File: config.mk
export PLATFORM = sky130hd
export DESIGN_NAME = cmc_control
export DESIGN_NICKNAME = d
export VERILOG_FILES = /design/src/pkg/cmc_pkg.sv /design/src/cmc_control.sv
export VERILOG_INCLUDE_DIRS = /design/src /design/src/pkg
export SDC_FILE = /design/constraint.sdc
export NUM_CORES = 1
export LEC_CHECK = 0
export ABC_AREA = 1
export BUFFER_PORTS_ARGS = -buffer_cell sky130_fd_sc_hd__buf_2
export CAP_MARGIN = 20
export CORE_ASPECT_RATIO = 2
export CORE_MARGIN = 1
export CORE_UTILIZATION = 58
export CTS_CLUSTER_DIAMETER = 80
export DETAILED_ROUTE_END_ITERATION = 10
export PLACE_DENSITY = 0.8
export SYNTH_ARGS = -nofsm -noshare
export SYNTH_HDL_FRONTEND = slang
export SYNTH_SLANG_ARGS = --single-unit
File: constraint.sdc
create_clock -name clock -period 2.38 [get_ports clock]
set_input_delay 0.238 -clock clock [delete_from_list [all_inputs] [get_ports clock]]
set_output_delay 0.238 -clock clock [all_outputs]
set_load 0.05 [all_outputs]
File: src/pkg/cmc_params.svh
// constants for the counter measurement control block
`ifndef CMC_PARAMS_SVH
`define CMC_PARAMS_SVH
`define CMC_CLK_MHZ          125
`define CMC_REF_1MHZ_NS      1000
`define CMC_RST_PULSE_CYC    4
`define CMC_XFER_PULSE_CYC   2
`define CMC_DISP_CNT_W       32
`define CMC_DISP_CNT_RESET   32'h07735940
`define CMC_ADDR_CTRL        4'h0
`define CMC_ADDR_DISP_TIME   4'h1
`define CMC_ADDR_STATUS      4'h2
`define CMC_CTRL_MODE_LSB    0
`define CMC_CTRL_SINGLE_BIT  3
`endif

File: src/pkg/cmc_pkg.sv
// types for the counter measurement control block
package cmc_pkg;
   typedef enum logic [2:0] {
      CMC_FREQ  = 3'h0,
      CMC_PER   = 3'h1,
      CMC_TINT  = 3'h2,
      CMC_RATIO = 3'h3,
      CMC_TOTAL = 3'h4
   } cmc_mode_type;

   // one register bus request
   typedef struct packed {
      logic [3:0]  addr;
      logic [31:0] wdata;
      logic        wr;
      logic        rd;
   } cmc_bus_req_type;

   // outward pulses and levels towards display chain and printer
   typedef struct packed {
      logic reset_pulse;
      logic transfer;
      logic print_cmd;
   } cmc_disp_out_type;

   typedef enum {
      CMC_ST_IDLE,
      CMC_ST_COUNT,
      CMC_ST_DISPLAY
   } cmc_phase_type;
endpackage : cmc_pkg

File: src/cmc_control.sv
// measurement gate, display timer, reset and transfer control
// How it works
// - gate offered channel A in freq/ratio, 1 MHz in period, time base otherwise
// - time base path enabled when neither channel A nor reference path selected
// - trigger edge opens main gate; next edge closes it, display period starts
// - closing edge sets display flop; it drives print command and releases timer clamp
// - end-of-display reset clears display flop; cleared flop keeps timer inhibited
// - released timer runs display time then fires one fixed-width reset pulse
// - single-shot setting: timer never fires; manual reset gives one update
// - reset pulse goes active high to time base and display chain
// - flops cleared by active-low reset; stop kept apart from electronic reset
// - short transfer pulse derived from main gate closing edge
// - time interval and totalize hold transfer continuously active
// - manual reset gives reset pulse plus transfer pulse
// - start button opens main gate; stop button closes it
// - hold high blocks trigger edges and clamps display timer; start button still opens main gate
// - falling edge of hold gives an immediate reset pulse
// - all triggers blocked from display start until general reset
// - freq/period/ratio trigger from time base; others from start/stop events
//
// Chosen here: strobed register access and the register offsets.
`include "cmc_params.svh"
module cmc_control
   import cmc_pkg::*;
(
   // clock, reset, enable
   input  wire logic        clock,
   input  wire logic        rst_b,
   input  wire logic        clk_en,
   // register port
   input  wire logic [3:0]  reg_addr,
   input  wire logic [31:0] reg_wdata,
   input  wire logic        reg_wr,
   input  wire logic        reg_rd,
   output logic      [31:0] reg_rdata,
   // measured signals, already on this clock
   input  wire logic        chan_a,
   input  wire logic        ref_1mhz,
   input  wire logic        time_base_out,
   input  wire logic        start_event,
   input  wire logic        stop_event,
   // panel and printer pins
   input  wire logic        manual_reset_button,
   input  wire logic        start_button,
   input  wire logic        stop_button,
   input  wire logic        printer_hold,
   // outputs
   output logic             count_gate,
   output logic             print_cmd,
   output logic             reset_pulse,
   output logic             transfer
);
   localparam int RST_W = `CMC_RST_PULSE_CYC;
   localparam int XFR_W = `CMC_XFER_PULSE_CYC;

   // software state
   logic [2:0]  mode_reg;
   logic        single_shot_switch_reg;
   logic [31:0] display_time_control_reg;
   // control flops
   logic        main_gate_flop_reg;
   logic        display_flop_reg;
   logic [31:0] disp_cnt_reg;
   logic [2:0]  rst_cnt_reg;
   logic [1:0]  xfr_cnt_reg;
   logic        tb_d_reg;
   logic        st_d_reg;
   logic        sp_d_reg;

   // three-stage synchronisers for pins
   logic [2:0] mr_s_reg;
   logic [2:0] sb_s_reg;
   logic [2:0] pb_s_reg;
   logic [2:0] hd_s_reg;
   logic       mr_lv_reg;
   logic       sb_lv_reg;
   logic       pb_lv_reg;
   logic       hd_lv_reg;

   always_ff @(posedge clock) begin
      if (!rst_b) begin
         mr_s_reg <= 3'h0;
         sb_s_reg <= 3'h0;
         pb_s_reg <= 3'h0;
         hd_s_reg <= 3'h0;
      end else if (clk_en) begin
         mr_s_reg <= {mr_s_reg[1:0], manual_reset_button};
         sb_s_reg <= {sb_s_reg[1:0], start_button};
         pb_s_reg <= {pb_s_reg[1:0], stop_button};
         hd_s_reg <= {hd_s_reg[1:0], printer_hold};
      end
   end

   // a level counts only once stages two and three agree
   always_ff @(posedge clock) begin
      if (!rst_b) begin
         mr_lv_reg <= 1'b0;
         sb_lv_reg <= 1'b0;
         pb_lv_reg <= 1'b0;
         hd_lv_reg <= 1'b0;
      end else if (clk_en) begin
         if (mr_s_reg[1] == mr_s_reg[2]) mr_lv_reg <= mr_s_reg[2];
         if (sb_s_reg[1] == sb_s_reg[2]) sb_lv_reg <= sb_s_reg[2];
         if (pb_s_reg[1] == pb_s_reg[2]) pb_lv_reg <= pb_s_reg[2];
         if (hd_s_reg[1] == hd_s_reg[2]) hd_lv_reg <= hd_s_reg[2];
      end
   end

   wire mr_next = (mr_s_reg[1] == mr_s_reg[2]) ? mr_s_reg[2] : mr_lv_reg;
   wire sb_next = (sb_s_reg[1] == sb_s_reg[2]) ? sb_s_reg[2] : sb_lv_reg;
   wire pb_next = (pb_s_reg[1] == pb_s_reg[2]) ? pb_s_reg[2] : pb_lv_reg;
   wire hd_next = (hd_s_reg[1] == hd_s_reg[2]) ? hd_s_reg[2] : hd_lv_reg;
   wire manual_rise = mr_next & ~mr_lv_reg;
   wire start_rise  = sb_next & ~sb_lv_reg;
   wire stop_rise   = pb_next & ~pb_lv_reg;
   wire hold_level  = hd_lv_reg;
   wire hold_fall   = ~hd_next & hd_lv_reg;

   // mode decode and signal selection
   cmc_mode_type mode;
   assign mode = cmc_mode_type'(mode_reg);
   wire sel_chan_a = (mode == CMC_FREQ) || (mode == CMC_RATIO);
   wire sel_ref    = (mode == CMC_PER);
   wire sel_tb     = ~sel_chan_a & ~sel_ref;
   wire gate_src   = (sel_chan_a & chan_a) | (sel_ref & ref_1mhz) | (sel_tb & time_base_out);
   wire event_mode = (mode == CMC_TINT) || (mode == CMC_TOTAL);

   // trigger edges into the main gate flop
   wire tb_edge = time_base_out & ~tb_d_reg;
   wire st_edge = start_event & ~st_d_reg;
   wire sp_edge = stop_event & ~sp_d_reg;
   wire trig_ok = ~display_flop_reg & ~hold_level;
   wire trig_open  = trig_ok & (event_mode ? st_edge & ~main_gate_flop_reg : tb_edge & ~main_gate_flop_reg);
   wire trig_close = trig_ok & (event_mode ? sp_edge & main_gate_flop_reg : tb_edge & main_gate_flop_reg);
   wire gate_close = main_gate_flop_reg & (trig_close | stop_rise);

   // display timer and reset pulse sources
   wire timer_run  = display_flop_reg & ~hold_level;
   wire timer_fire = timer_run & ~single_shot_switch_reg & (rst_cnt_reg == 3'h0)
                     & (disp_cnt_reg >= display_time_control_reg);
   wire rst_start  = timer_fire | manual_rise | hold_fall;
   wire gen_rst_b  = ~(rst_cnt_reg != 3'h0);                        // active-low for the flops

   // register decode
   wire hit_ctrl = reg_addr == `CMC_ADDR_CTRL;
   wire hit_time = reg_addr == `CMC_ADDR_DISP_TIME;
   wire hit_stat = reg_addr == `CMC_ADDR_STATUS;

   always_ff @(posedge clock) begin
      if (!rst_b) begin
         mode_reg                 <= 3'h0;
         single_shot_switch_reg   <= 1'b0;
         display_time_control_reg <= `CMC_DISP_CNT_RESET;
         reg_rdata                <= 32'h0;
      end else if (clk_en) begin
         if (reg_wr && hit_ctrl) begin
            mode_reg               <= reg_wdata[`CMC_CTRL_MODE_LSB +: 3];
            single_shot_switch_reg <= reg_wdata[`CMC_CTRL_SINGLE_BIT];
         end
         if (reg_wr && hit_time) display_time_control_reg <= reg_wdata;
         if (reg_rd && hit_ctrl)
            reg_rdata <= {28'h0, single_shot_switch_reg, mode_reg};
         else if (reg_rd && hit_time)
            reg_rdata <= display_time_control_reg;
         else if (reg_rd && hit_stat)
            reg_rdata <= {28'h0, hold_level, reset_pulse, display_flop_reg, main_gate_flop_reg};
         else
            reg_rdata <= 32'h0;
      end
   end

   // main gate and display flops, cleared by the active-low general reset
   always_ff @(posedge clock) begin
      if (!rst_b) begin
         main_gate_flop_reg <= 1'b0;
         display_flop_reg   <= 1'b0;
      end else if (clk_en) begin
         if (!gen_rst_b) begin
            main_gate_flop_reg <= 1'b0;
            display_flop_reg   <= 1'b0;
         end else begin
            if (gate_close)
               main_gate_flop_reg <= 1'b0;
            else if (trig_open || (start_rise && !display_flop_reg))
               main_gate_flop_reg <= 1'b1;
            if (main_gate_flop_reg && trig_close)
               display_flop_reg <= 1'b1;
         end
      end
   end

   // display timer count; clamped at zero while inhibited
   always_ff @(posedge clock) begin
      if (!rst_b) begin
         disp_cnt_reg <= 32'h0;
      end else if (clk_en) begin
         if (!timer_run || !gen_rst_b)
            disp_cnt_reg <= 32'h0;
         else if (disp_cnt_reg < display_time_control_reg)
            disp_cnt_reg <= disp_cnt_reg + 32'h1;
      end
   end

   // reset pulse width and transfer pulse width counters, edge delays
   always_ff @(posedge clock) begin
      if (!rst_b) begin
         rst_cnt_reg    <= 3'h0;
         xfr_cnt_reg    <= 2'h0;
         tb_d_reg       <= 1'b0;
         st_d_reg       <= 1'b0;
         sp_d_reg       <= 1'b0;
      end else if (clk_en) begin
         if (rst_start && rst_cnt_reg == 3'h0)
            rst_cnt_reg <= 3'(RST_W);
         else if (rst_cnt_reg != 3'h0)
            rst_cnt_reg <= rst_cnt_reg - 3'h1;
         if (gate_close || manual_rise)
            xfr_cnt_reg <= 2'(XFR_W);
         else if (xfr_cnt_reg != 2'h0)
            xfr_cnt_reg <= xfr_cnt_reg - 2'h1;
         tb_d_reg       <= time_base_out;
         st_d_reg       <= start_event;
         sp_d_reg       <= stop_event;
      end
   end

   // outputs straight from flops
   always_ff @(posedge clock) begin
      if (!rst_b) begin
         count_gate  <= 1'b0;
         print_cmd   <= 1'b0;
         reset_pulse <= 1'b0;
         transfer    <= 1'b0;
      end else if (clk_en) begin
         count_gate  <= main_gate_flop_reg & gate_src;
         print_cmd   <= display_flop_reg;
         reset_pulse <= ~gen_rst_b;
         transfer    <= event_mode | (xfr_cnt_reg != 2'h0);
      end
   end

   // the gate must never be open during the display period
   property p_gate_closed_in_display;
      @(posedge clock) disable iff (!rst_b)
      display_flop_reg |-> !main_gate_flop_reg;
   endproperty
   a_gate_closed_in_display: assert property (p_gate_closed_in_display) else $error("gate open in display");

   property p_timer_reset_width;
      @(posedge clock) disable iff (!rst_b)
      (clk_en && timer_fire && rst_cnt_reg == 3'h0) ##1 clk_en [*5] |-> reset_pulse ##1 !reset_pulse;
   endproperty
   a_timer_reset_width: assert property (p_timer_reset_width) else $error("reset pulse width wrong");

   property p_single_shot;
      @(posedge clock) disable iff (!rst_b)
      (clk_en && single_shot_switch_reg && !manual_rise && !hold_fall && rst_cnt_reg == 3'h0) |=> rst_cnt_reg == 3'h0;
   endproperty
   a_single_shot: assert property (p_single_shot) else $error("timer fired in single shot");

   property p_close_sets_display;
      @(posedge clock) disable iff (!rst_b)
      (clk_en && gen_rst_b && main_gate_flop_reg && trig_close) |=> display_flop_reg;
   endproperty
   a_close_sets_display: assert property (p_close_sets_display) else $error("display flop not set");

   property p_hold_clamps;
      @(posedge clock) disable iff (!rst_b)
      (clk_en && hold_level) |=> disp_cnt_reg == 32'h0;
   endproperty
   a_hold_clamps: assert property (p_hold_clamps) else $error("timer ran under hold");

   property p_hold_fall_reset;
      @(posedge clock) disable iff (!rst_b)
      (clk_en && hold_fall && rst_cnt_reg == 3'h0) ##1 clk_en |=> reset_pulse;
   endproperty
   a_hold_fall_reset: assert property (p_hold_fall_reset) else $error("no reset after hold");

   property p_event_transfer;
      @(posedge clock) disable iff (!rst_b)
      (clk_en && event_mode) |=> transfer;
   endproperty
   a_event_transfer: assert property (p_event_transfer) else $error("transfer not held");

   property p_reset_clears;
      @(posedge clock) disable iff (!rst_b)
      (clk_en && !gen_rst_b) |=> !display_flop_reg && !main_gate_flop_reg;
   endproperty
   a_reset_clears: assert property (p_reset_clears) else $error("flops not cleared");

   // hold keeps a closed gate closed; only the start button may open it
   property p_hold_blocks_open;
      @(posedge clock) disable iff (!rst_b)
      (clk_en && hold_level && !main_gate_flop_reg && !start_rise) |=> !main_gate_flop_reg;
   endproperty
   a_hold_blocks_open: assert property (p_hold_blocks_open) else $error("gate opened under hold");

   property p_close_transfer;
      @(posedge clock) disable iff (!rst_b)
      (clk_en && gate_close) ##1 clk_en |=> transfer;
   endproperty
   a_close_transfer: assert property (p_close_transfer) else $error("no transfer on close");
endmodule : cmc_control

# After elaboration in Yosys (flattened, before gate mapping)
# Cells that the tools add are included.
# W data, S select, Z words.
# op_classes
addsub	3
n_bitwise	43
eq_ne	10
n_mux	20
n_reduce_logical	32
magnitude_cmp	2
# ops
operator	count
$mux W32	4
$add A32 B1 Y32 const B	1
$ge A32 B32 Y1	1
$lt A32 B32 Y1	1
$and A1 B1 Y1	24
$reduce_and A2 Y1	7
$not A1 Y1	13
$mux W1	11
$reduce_bool A2 Y1	5
$logic_and A1 B1 Y1	8
$eq A3 B2 Y1 const B	2
$logic_not A3 Y1	2
$mux W3	2
$or A1 B1 Y1	6
$reduce_bool A3 Y1	2
$logic_or A1 B1 Y1	5
$eq A1 B1 Y1	4
$eq A4 B1 Y1 const B	1
$eq A4 B2 Y1 const B	1
$logic_not A4 Y1	1
$mux W2	2
$mux W4	1
$eq A3 B1 Y1 const B	1
$eq A3 B3 Y1 const B	1
3 further kinds	4
# totals
output_inout_bits	36
inputBits	50
regBits	130
elab_cells	134

# Longest topological paths before layout
# Gate-level depths: netlist of the first run.
# depth
word_depth	10
mapped_depth	18
mapped_depth_nobuf	18

# Worst setup path before layout of the first run
# No wires, ideal clock.
# synth_timing
path_kind	register to register
from	register display_time_control_reg[23]
to	register disp_cnt_reg[5]
setup_time_ps	121
synth_period_minus_slack_ps	1821
path_slack_ps	559
n_path_buf	1
required_ps	2259
arrival_ps	1700
path_stages_with_launch	13
cell_sequence	dfxtp_1 -> inv_1 -> ha_1 -> nand2_1 -> nor2_1 -> nand2_1 -> nor3b_2 -> nand2_1 -> nand3_2 -> nand2_4 -> buf_2 -> a21oi_1 -> nor2_1
# synth_via
elab_chain_len	3
# synth_lines
element	line	source
start, declared	cmc_control.sv:59	logic [31:0] display_time_control_reg;
start signal, assigned	cmc_control.sv:153	display_time_control_reg <= `CMC_DISP_CNT_RESET;
start signal, assigned	cmc_control.sv:160	if (reg_wr && hit_time) display_time_control_reg <= reg_wdata;
$lt A32 B32 Y1	cmc_control.sv:199	else if (disp_cnt_reg < display_time_control_reg)
$reduce_bool A2 Y1 (no source line)	n/a	
$reduce_and A2 Y1 (no source line)	n/a	
end signal, assigned	cmc_control.sv:200	disp_cnt_reg <= disp_cnt_reg + 32'h1;
end, declared	cmc_control.sv:63	logic [31:0] disp_cnt_reg;
# Every way passes these cells.
# A chain may end at the register's enable or synchronous reset.

# Final worst setup path of the first run
# layout_timing
from	register display_time_control_reg[31]
to	register disp_cnt_reg[13]
# The elaborated chain is that of the path after synthesis.

==> results of run 1 <==
==> final timing paths <==
path / cells past startpoint / slack [ps] / to / startpoint
worst min register to register: 2 / 460 / reg_rdata[28] / display_time_control_reg[28]
worst max register to register: 11 / 180 / disp_cnt_reg[13] / display_time_control_reg[31]
worst max-delay path: 11 / 180 / disp_cnt_reg[13] / display_time_control_reg[31]
worst min-delay path: 3 / 30 / display_time_control_reg[25] / reg_wdata[25]
==> where the power goes <==
part	switching [uW]	internal, uW	leakage (uW)	total, uW
Combinational	334	163	0.00200	498
Sequential	41.9	2240	0.00105	2280
Clock	1040	1790	0.000307	2840
==> routing by layer <==
metal	vias up	track usage [%]	wire length [um]
met2	239	57.52	9689
met5	-	0	0
li1	3190	-	-
met4	0	19.77	1210
met1	3021	31.18	6609
met3	92	6.030	804
==> worst register-to-register path, cell delays in order (launching register included) <==
cell and delay, ps:
sky130_fd_sc_hd__dfxtp_1 350, sky130_fd_sc_hd__inv_1 80, sky130_fd_sc_hd__ha_1 330, sky130_fd_sc_hd__a21oi_1 160, sky130_fd_sc_hd__o21a_1 160, sky130_fd_sc_hd__nand2_1 70, sky130_fd_sc_hd__a21oi_2 220, sky130_fd_sc_hd__nand3_4 200
sky130_fd_sc_hd__nand2_8 210, sky130_fd_sc_hd__nand3_1 80, sky130_fd_sc_hd__o21ai_0 170, sky130_fd_sc_hd__nor2_1 60
==> stage by stage <==
step / setup slack, ps / total power, uW / instance area [um^2]
detailed placement: 100.0 / 2808 / 7198
floorplan: 558.6 / 2664 / 6609
global route: 21.73 / 5784 / 7870
CTS: 43.38 / 5621 / 7839
finish: 176.6 / 5619 / 7870
global placement: 187.3 / 2795 / 7198
==> kinds of logic (layout without fill, tap and decap cells) <==
| group | Yosys count | after routing | share of synthesized area (%) |
|---|---|---|---|
| buffers and inverters | 133 | 233 | 8.141 |
| AND/OR/NAND/NOR | 370 | 371 | 25.75 |
| adder cells (fa/ha/maj) | 36 | 36 | 6.816 |
| AO/OA/AOI/OAI | 223 | 223 | 17.80 |
| flip-flops | 130 | 130 | 39.38 |
| XOR/XNOR | 16 | 16 | 2.120 |
==> area by class of cell <==
class                           count  area (um^2)  area share (%)
Sequential cell                   130         2603           33.07
Clock inverter                     14        201.4           2.560
Tap cell                          140        175.2           2.226
Multi-Input combinational cell    646         3496           44.42
Clock buffer                       18        439.2           5.580
Timing Repair Buffer              106        599.3           7.615
Inverter                           95        356.6           4.531
==> cell usage after synthesis (3+ instances only) <==
cell	number
sky130_fd_sc_hd__nor3_4	5
sky130_fd_sc_hd__inv_2	7
sky130_fd_sc_hd__buf_6	3
sky130_fd_sc_hd__buf_2	7
sky130_fd_sc_hd__a211oi_1	4
sky130_fd_sc_hd__a21oi_1	132
sky130_fd_sc_hd__inv_1	88
sky130_fd_sc_hd__buf_1	3
sky130_fd_sc_hd__o21ai_0	67
sky130_fd_sc_hd__nand3b_1	3
sky130_fd_sc_hd__xor2_1	10
sky130_fd_sc_hd__a31oi_1	4
sky130_fd_sc_hd__nor3_1	12
sky130_fd_sc_hd__ha_1	36
sky130_fd_sc_hd__dfxtp_1	130
sky130_fd_sc_hd__nor2_1	81
sky130_fd_sc_hd__nor2_4	3
sky130_fd_sc_hd__nand2_1	191
sky130_fd_sc_hd__nand3_1	41
sky130_fd_sc_hd__nor2_2	3
sky130_fd_sc_hd__a21oi_2	3
sky130_fd_sc_hd__clkbuf_1	23
sky130_fd_sc_hd__nand3_2	3
sky130_fd_sc_hd__xnor2_1	6
sky130_fd_sc_hd__nor3_2	6
sky130_fd_sc_hd__nand4_1	10
==> results.py, run 1 <==
metrics = {
    "yosys": {
        "seq_area_frac_synth_pct": 39.38,
        "synth_area_um2": 6609,
        "synth_instances": 908,
        "ys_types": 46,
        "ys_async_sr_fraction_pct": 0,
        "synth.top_cell.area_share_pct": 39.38,
        "synthTopCellsByArea": "sky130_fd_sc_hd__dfxtp_1, sky130_fd_sc_hd__nand2_1, sky130_fd_sc_hd__a21oi_1",
        "postSynthAreaPerCell_um2": 7.278,
        "synth.largest_area_cell": "sky130_fd_sc_hd__dfxtp_1",
        "synthesis.nets": 994,
        "synth_flop_cell": "sky130_fd_sc_hd__dfxtp_1",
        "synth.ff_latch_count": 130,
        "number_of_warnings_reported_in_the_yosys_synthesis_log": 0,
        "count_of_flip_flops_with_a_built_in_enable_after_synthesis": 0,
    },
    "die": {
        "core.rowCount": 54,
        "design.die.area_um2": 11850,
        "die_h_um": 153.0,
        "boundaryPins": 86,
        "core_region_area_um2": 11010,
        "chipWidth_um": 77.48,
        "initial_utilization_pct": 60.01,
    },
    "run_status": {
        "status": "completed",
    },
    "clock_network": {
        "max_clock_buf_depth": 2,
        "cts-root-buf": "sky130_fd_sc_hd__clkbuf_16",
        "clk_transition_reported_paths_ps": 60,
        "tritoncts_clock_tree": "yes",
        "clk-insertion-delay-late_ps": 420,
        "holdBufCountCts": 0,
        "post_cts.repair.setup_buffers": 0,
        "clock_sink_count": 130,
        "h_tree_levels": 4,
        "cts_made_buffers": 17,
        "post_cts_resized": 0,
    },
    "place": {
        "placer_congestion": 1.074,
        "post-dp-hpwl_mm": 12.86,
        "portBuffers": 85,
        "numPlacedInstances": 1116,
    },
    "setup_path": {
        "critPathMaxFanout": 19,
        "cp.arrival_ps": 2520,
        "timing.critical_path.slowest_cell_delay_ps": 350,
        "setup.worst_path.class": "register to register",
        "cp.required_ps": 2690,
        "worstSetupStartpointType": "register",
        "critical_path.top_delay_family": "compound AO/OA/AOI/OAI gates",
        "crit_chain": "inv_1 > ha_1 > a21oi_1 > o21a_1 > nand2_1 > a21oi_2 > nand3_4 > nand2_8 > nand3_1 > o21ai_0 > nor2_1",
        "worstSetupEndpointType": "register",
        "critical_path.n_buffers_inverters": 1,
        "critical_path.slowest_cell": "sky130_fd_sc_hd__dfxtp_1",
    },
    "timing": {
        "hold_violations": 0,
        "final.setup_skew_ps": 8.038,
        "finalCriticalPeriod_ps": 2203,
        "number_of_setup_violations_in_the_final_report": 0,
        "setup-tns-final_ps": 0,
        "worst_pin_slew_ps": 568.9,
        "grt_setup_unrepaired": "no",
        "hold_ws_ps": 31.73,
        "max_slew_margin_pct": 62.02,
        "final_max_slew_viol_count": 0,
        "min_period_over_period_pct": 92.58,
        "max_freq_mhz": 453.8,
    },
    "global_route": {
        "antenna_found_initial": 0,
        "grt_start_max_net_pins": 45,
        "number_of_global_route_vias_before_repair": 6190,
        "grt_first_pass_wirelength_mm": 28.77,
        "global_route.usage.total_pct": 31.24,
        "grt-ovfl-total": 0,
    },
    "route": {
        "antenna_violating_nets_post_route": 0,
        "route.vias.total": 6542,
        "wl_per_cell_um": 15.94,
        "wl_mm": 18.31,
        "drc": 0,
        "drt_iter0_markers": 349,
        "first_pass_iters": 6,
        "detail_route.vias_per_cell": 5.694,
    },
    "layout": {
        "drive_gt1_share_pct": 17.64,
        "n_antenna_cell": 0,
        "n_fill_cell": 893,
        "final_cell_mix": "sky130_fd_sc_hd__nand2_1, sky130_fd_sc_hd__a21oi_1, sky130_fd_sc_hd__dfxtp_1",
        "flow.area_growth_from_synthesis_pct": 19.08,
        "final_cell_count_no_fill": 1149,
        "layout.nets": 1082,
        "post_layout_utilization_of_the_core_pct": 71.46,
        "mostFrequentLayoutCell": "sky130_fd_sc_hd__nand2_1",
    },
    "power_and_ir_drop": {
        "vdd_drop_max_uv": 604.3,
        "p_leak_uw": 0.003359,
        "p_per_area_nw_per_um2": 714.0,
    },
    "job": {
        "max_cap_viol_count": 0,
    },
    "min_path": {
        "hp-class": "input pin to register",
    },
}
Note: power is estimated with default switching activity, not from simulation.
==> inputs of run 2 (changes only) <==
- clock period: 2.38 -> 2.2 ns (I/O delays scaled with it)
==> run 2 against run 1 <==
Against the previous run:
- clock skew rose by 1.1 ps
- non-clock buffer count rose by 15
- critical path depth rose by 3
- hold slack got worse by 15 ps
- die area did not move
- sequential share of layout area fell by 0.24 points
- highest routed layer unchanged
- first-iteration DRC count fell by 2.3%
- final cell count rose by 1.3%
- routed wire length fell by 2.2%
- largest cell class unchanged
==> results.py, run 2 (same netlist as run 1, synthesis figures left out) <==
metrics = {
    "timing": {
        "max_slew_margin_pct": 62.95,
        "final_max_slew_viol_count": 0,
        "hold_violations": 0,
        "worst_pin_slew_ps": 555.0,
        "finalCriticalPeriod_ps": 2071,
        "number_of_setup_violations_in_the_final_report": 0,
        "max_freq_mhz": 482.8,
        "final.setup_skew_ps": 9.156,
        "min_period_over_period_pct": 94.15,
    },
    "power_and_ir_drop": {
        "post-layout-total-power_uw": 5590,
        "p_per_area_nw_per_um2": 704.8,
        "vdd_drop_max_uv": 640.0,
        "p_leak_uw": 0.003407,
        "power_frac_seq_pct": 44.2,
        "comb_power_share_pct": 9.7,
        "cellInternalPower_uw": 4091,
        "switching_share_pct": 26.82,
        "net-switching-power_uw": 1499,
        "pwr-share-clk_pct": 46.1,
    },
    "clock_network": {
        "h_tree_levels": 4,
        "max_clock_buf_depth": 2,
        "clk-insertion-delay-late_ps": 410,
        "cts-root-buf": "sky130_fd_sc_hd__clkbuf_16",
        "holdBufCountCts": 0,
        "cts_made_buffers": 17,
        "tritoncts_clock_tree": "yes",
        "clk_transition_reported_paths_ps": 60,
        "clock_sink_count": 130,
    },
    "layout": {
        "drive_gt1_share_pct": 19.82,
        "final_cell_area_um2": 7931,
        "mostFrequentLayoutCell": "sky130_fd_sc_hd__nand2_1",
        "flow.area_growth_from_synthesis_pct": 20.01,
        "n_antenna_cell": 0,
        "n_fill_cell": 884,
        "final_cell_mix": "sky130_fd_sc_hd__nand2_1, sky130_fd_sc_hd__a21oi_1, sky130_fd_sc_hd__dfxtp_1",
        "layout.nets": 1097,
    },
    "global_route": {
        "grt_first_pass_wirelength_mm": 28.08,
        "number_of_global_route_vias_before_repair": 6143,
        "global_route.usage.total_pct": 30.42,
        "grt_start_max_net_pins": 52,
        "antenna_found_initial": 0,
        "grt-ovfl-total": 0,
    },
    "run_status": {
        "status": "completed",
    },
    "place": {
        "portBuffers": 85,
        "placed_area_um2": 7301,
        "post-dp-hpwl_mm": 13.36,
        "placer_congestion": 0.9917,
    },
    "route": {
        "first_pass_iters": 6,
        "wl_per_cell_um": 15.38,
        "route.vias.total": 6373,
        "drt_iter0_markers": 341,
        "detail_route.vias_per_cell": 5.475,
        "drc": 0,
        "antenna_violating_nets_post_route": 0,
        "wl_mm": 17.90,
    },
    "die": {
        "core_region_area_um2": 11010,
        "boundaryPins": 86,
        "chipWidth_um": 77.48,
        "design.die.area_um2": 11850,
        "die_h_um": 153.0,
        "core.rowCount": 54,
        "initial_utilization_pct": 60.01,
    },
    "min_path": {
        "hp-class": "input pin to register",
    },
    "setup_path": {
        "cp.arrival_ps": 2390,
        "setup.worst_path.class": "register to register",
        "worstSetupStartpointType": "register",
        "cp.required_ps": 2510,
        "worstSetupEndpointType": "register",
        "critPathMaxFanout": 15,
    },
    "job": {
        "max_cap_viol_count": 0,
    },
}
-- run 2: cell types whose count changed in the layout (fill, tap and decap cells not counted), sizes merged --
cell      previous run  this run
clkinv               5         6
clkinvlp             2         5
buf                106       121
bufinv               4         0
-- run 2: area by class of cell --
class | instances | area [um^2] | area share (%)
multi-input combinational | 646 | 3531 | 44.52
tap | 140 | 175.2 | 2.209
inverter | 95 | 356.6 | 4.496
timing repair buffer | 121 | 720.7 | 9.087
clock buffer | 18 | 439.2 | 5.537
clock inverter | 14 | 105.1 | 1.325
sequential | 130 | 2604 | 32.83
-- run 2: power groups by stage --
stage	Sequential, uW	Clock, uW	Combinational (uW)
after floorplan	2550	0	333
after global routing	2480	2690	599
after CTS	2470	2580	535
after global placement	2520	0	515
final	2470	2570	545
after detailed placement	2520	0	531
-- run 2: stage by stage --
step           utilization, %  TNS (ps)  std cells  worst slack (ps)  hold WS, ps
6_report                72.02         0       1164             128.7        16.73
5_1_grt                 72.02    -19.10       1164            -10.21        30.28
4_1_cts                 71.26         0       1160             39.35        13.27
3_5_place_dp            66.29         0       1128             61.46        440.8
3_3_place_gp            66.29         0       1128             95.17        432.4
2_1_floorplan               -         0        908             378.6        346.4
-- run 2: repair_timing --
| action | in CTS | in global routing |
|---|---|---|
| resized for setup | 1 | 13 |
| endpoints found under the hold margin | 0 | 0 |
| pin swaps | 0 | 5 |
| buffers inserted | 0 | 3 |
| setup endpoints to repair | 1 | 29 |
| gates cloned | 0 | 1 |
-- run 2: routing by layer --
| metal | up-vias | share of wire (%) | GRT usage, % |
|---|---|---|---|
| met4 | 0 | 5.7 | 20.66 |
| li1 | 3213 | - | - |
| met2 | 180 | 54 | 56.97 |
| met3 | 53 | 3.5 | 4.537 |
| met1 | 2927 | 36 | 29.74 |
| met5 | - | 0 | 0 |
-- run 2: worst paths after layout --
| check | slack, ps | end | cells after the start | from |
|---|---|---|---|---|
| hold reg to reg | 450 | reg_rdata[18] | 2 | display_time_control_reg[18] |
| setup / recovery | 130 | disp_cnt_reg[3] | 14 | display_time_control_reg[27] |
| setup reg to reg | 130 | disp_cnt_reg[3] | 14 | display_time_control_reg[27] |
| hold / removal | 20 | display_time_control_reg[25] | 3 | reg_wdata[25] |
-- run 2: critical path, stage by stage, from the launching register on --
cell                      delay, ps
sky130_fd_sc_hd__dfxtp_1        320
sky130_fd_sc_hd__inv_1           60
sky130_fd_sc_hd__ha_1           290
sky130_fd_sc_hd__nand2_1         80
sky130_fd_sc_hd__nor2_2         160
sky130_fd_sc_hd__nand2_2        100
sky130_fd_sc_hd__nor3b_4        240
sky130_fd_sc_hd__nand2_2        110
sky130_fd_sc_hd__nand3_4        110
sky130_fd_sc_hd__nand2_4        110
sky130_fd_sc_hd__buf_12         160
sky130_fd_sc_hd__nand2_1         70
sky130_fd_sc_hd__nand2_1         50
sky130_fd_sc_hd__nand2_1         60
sky130_fd_sc_hd__nor2_1          30
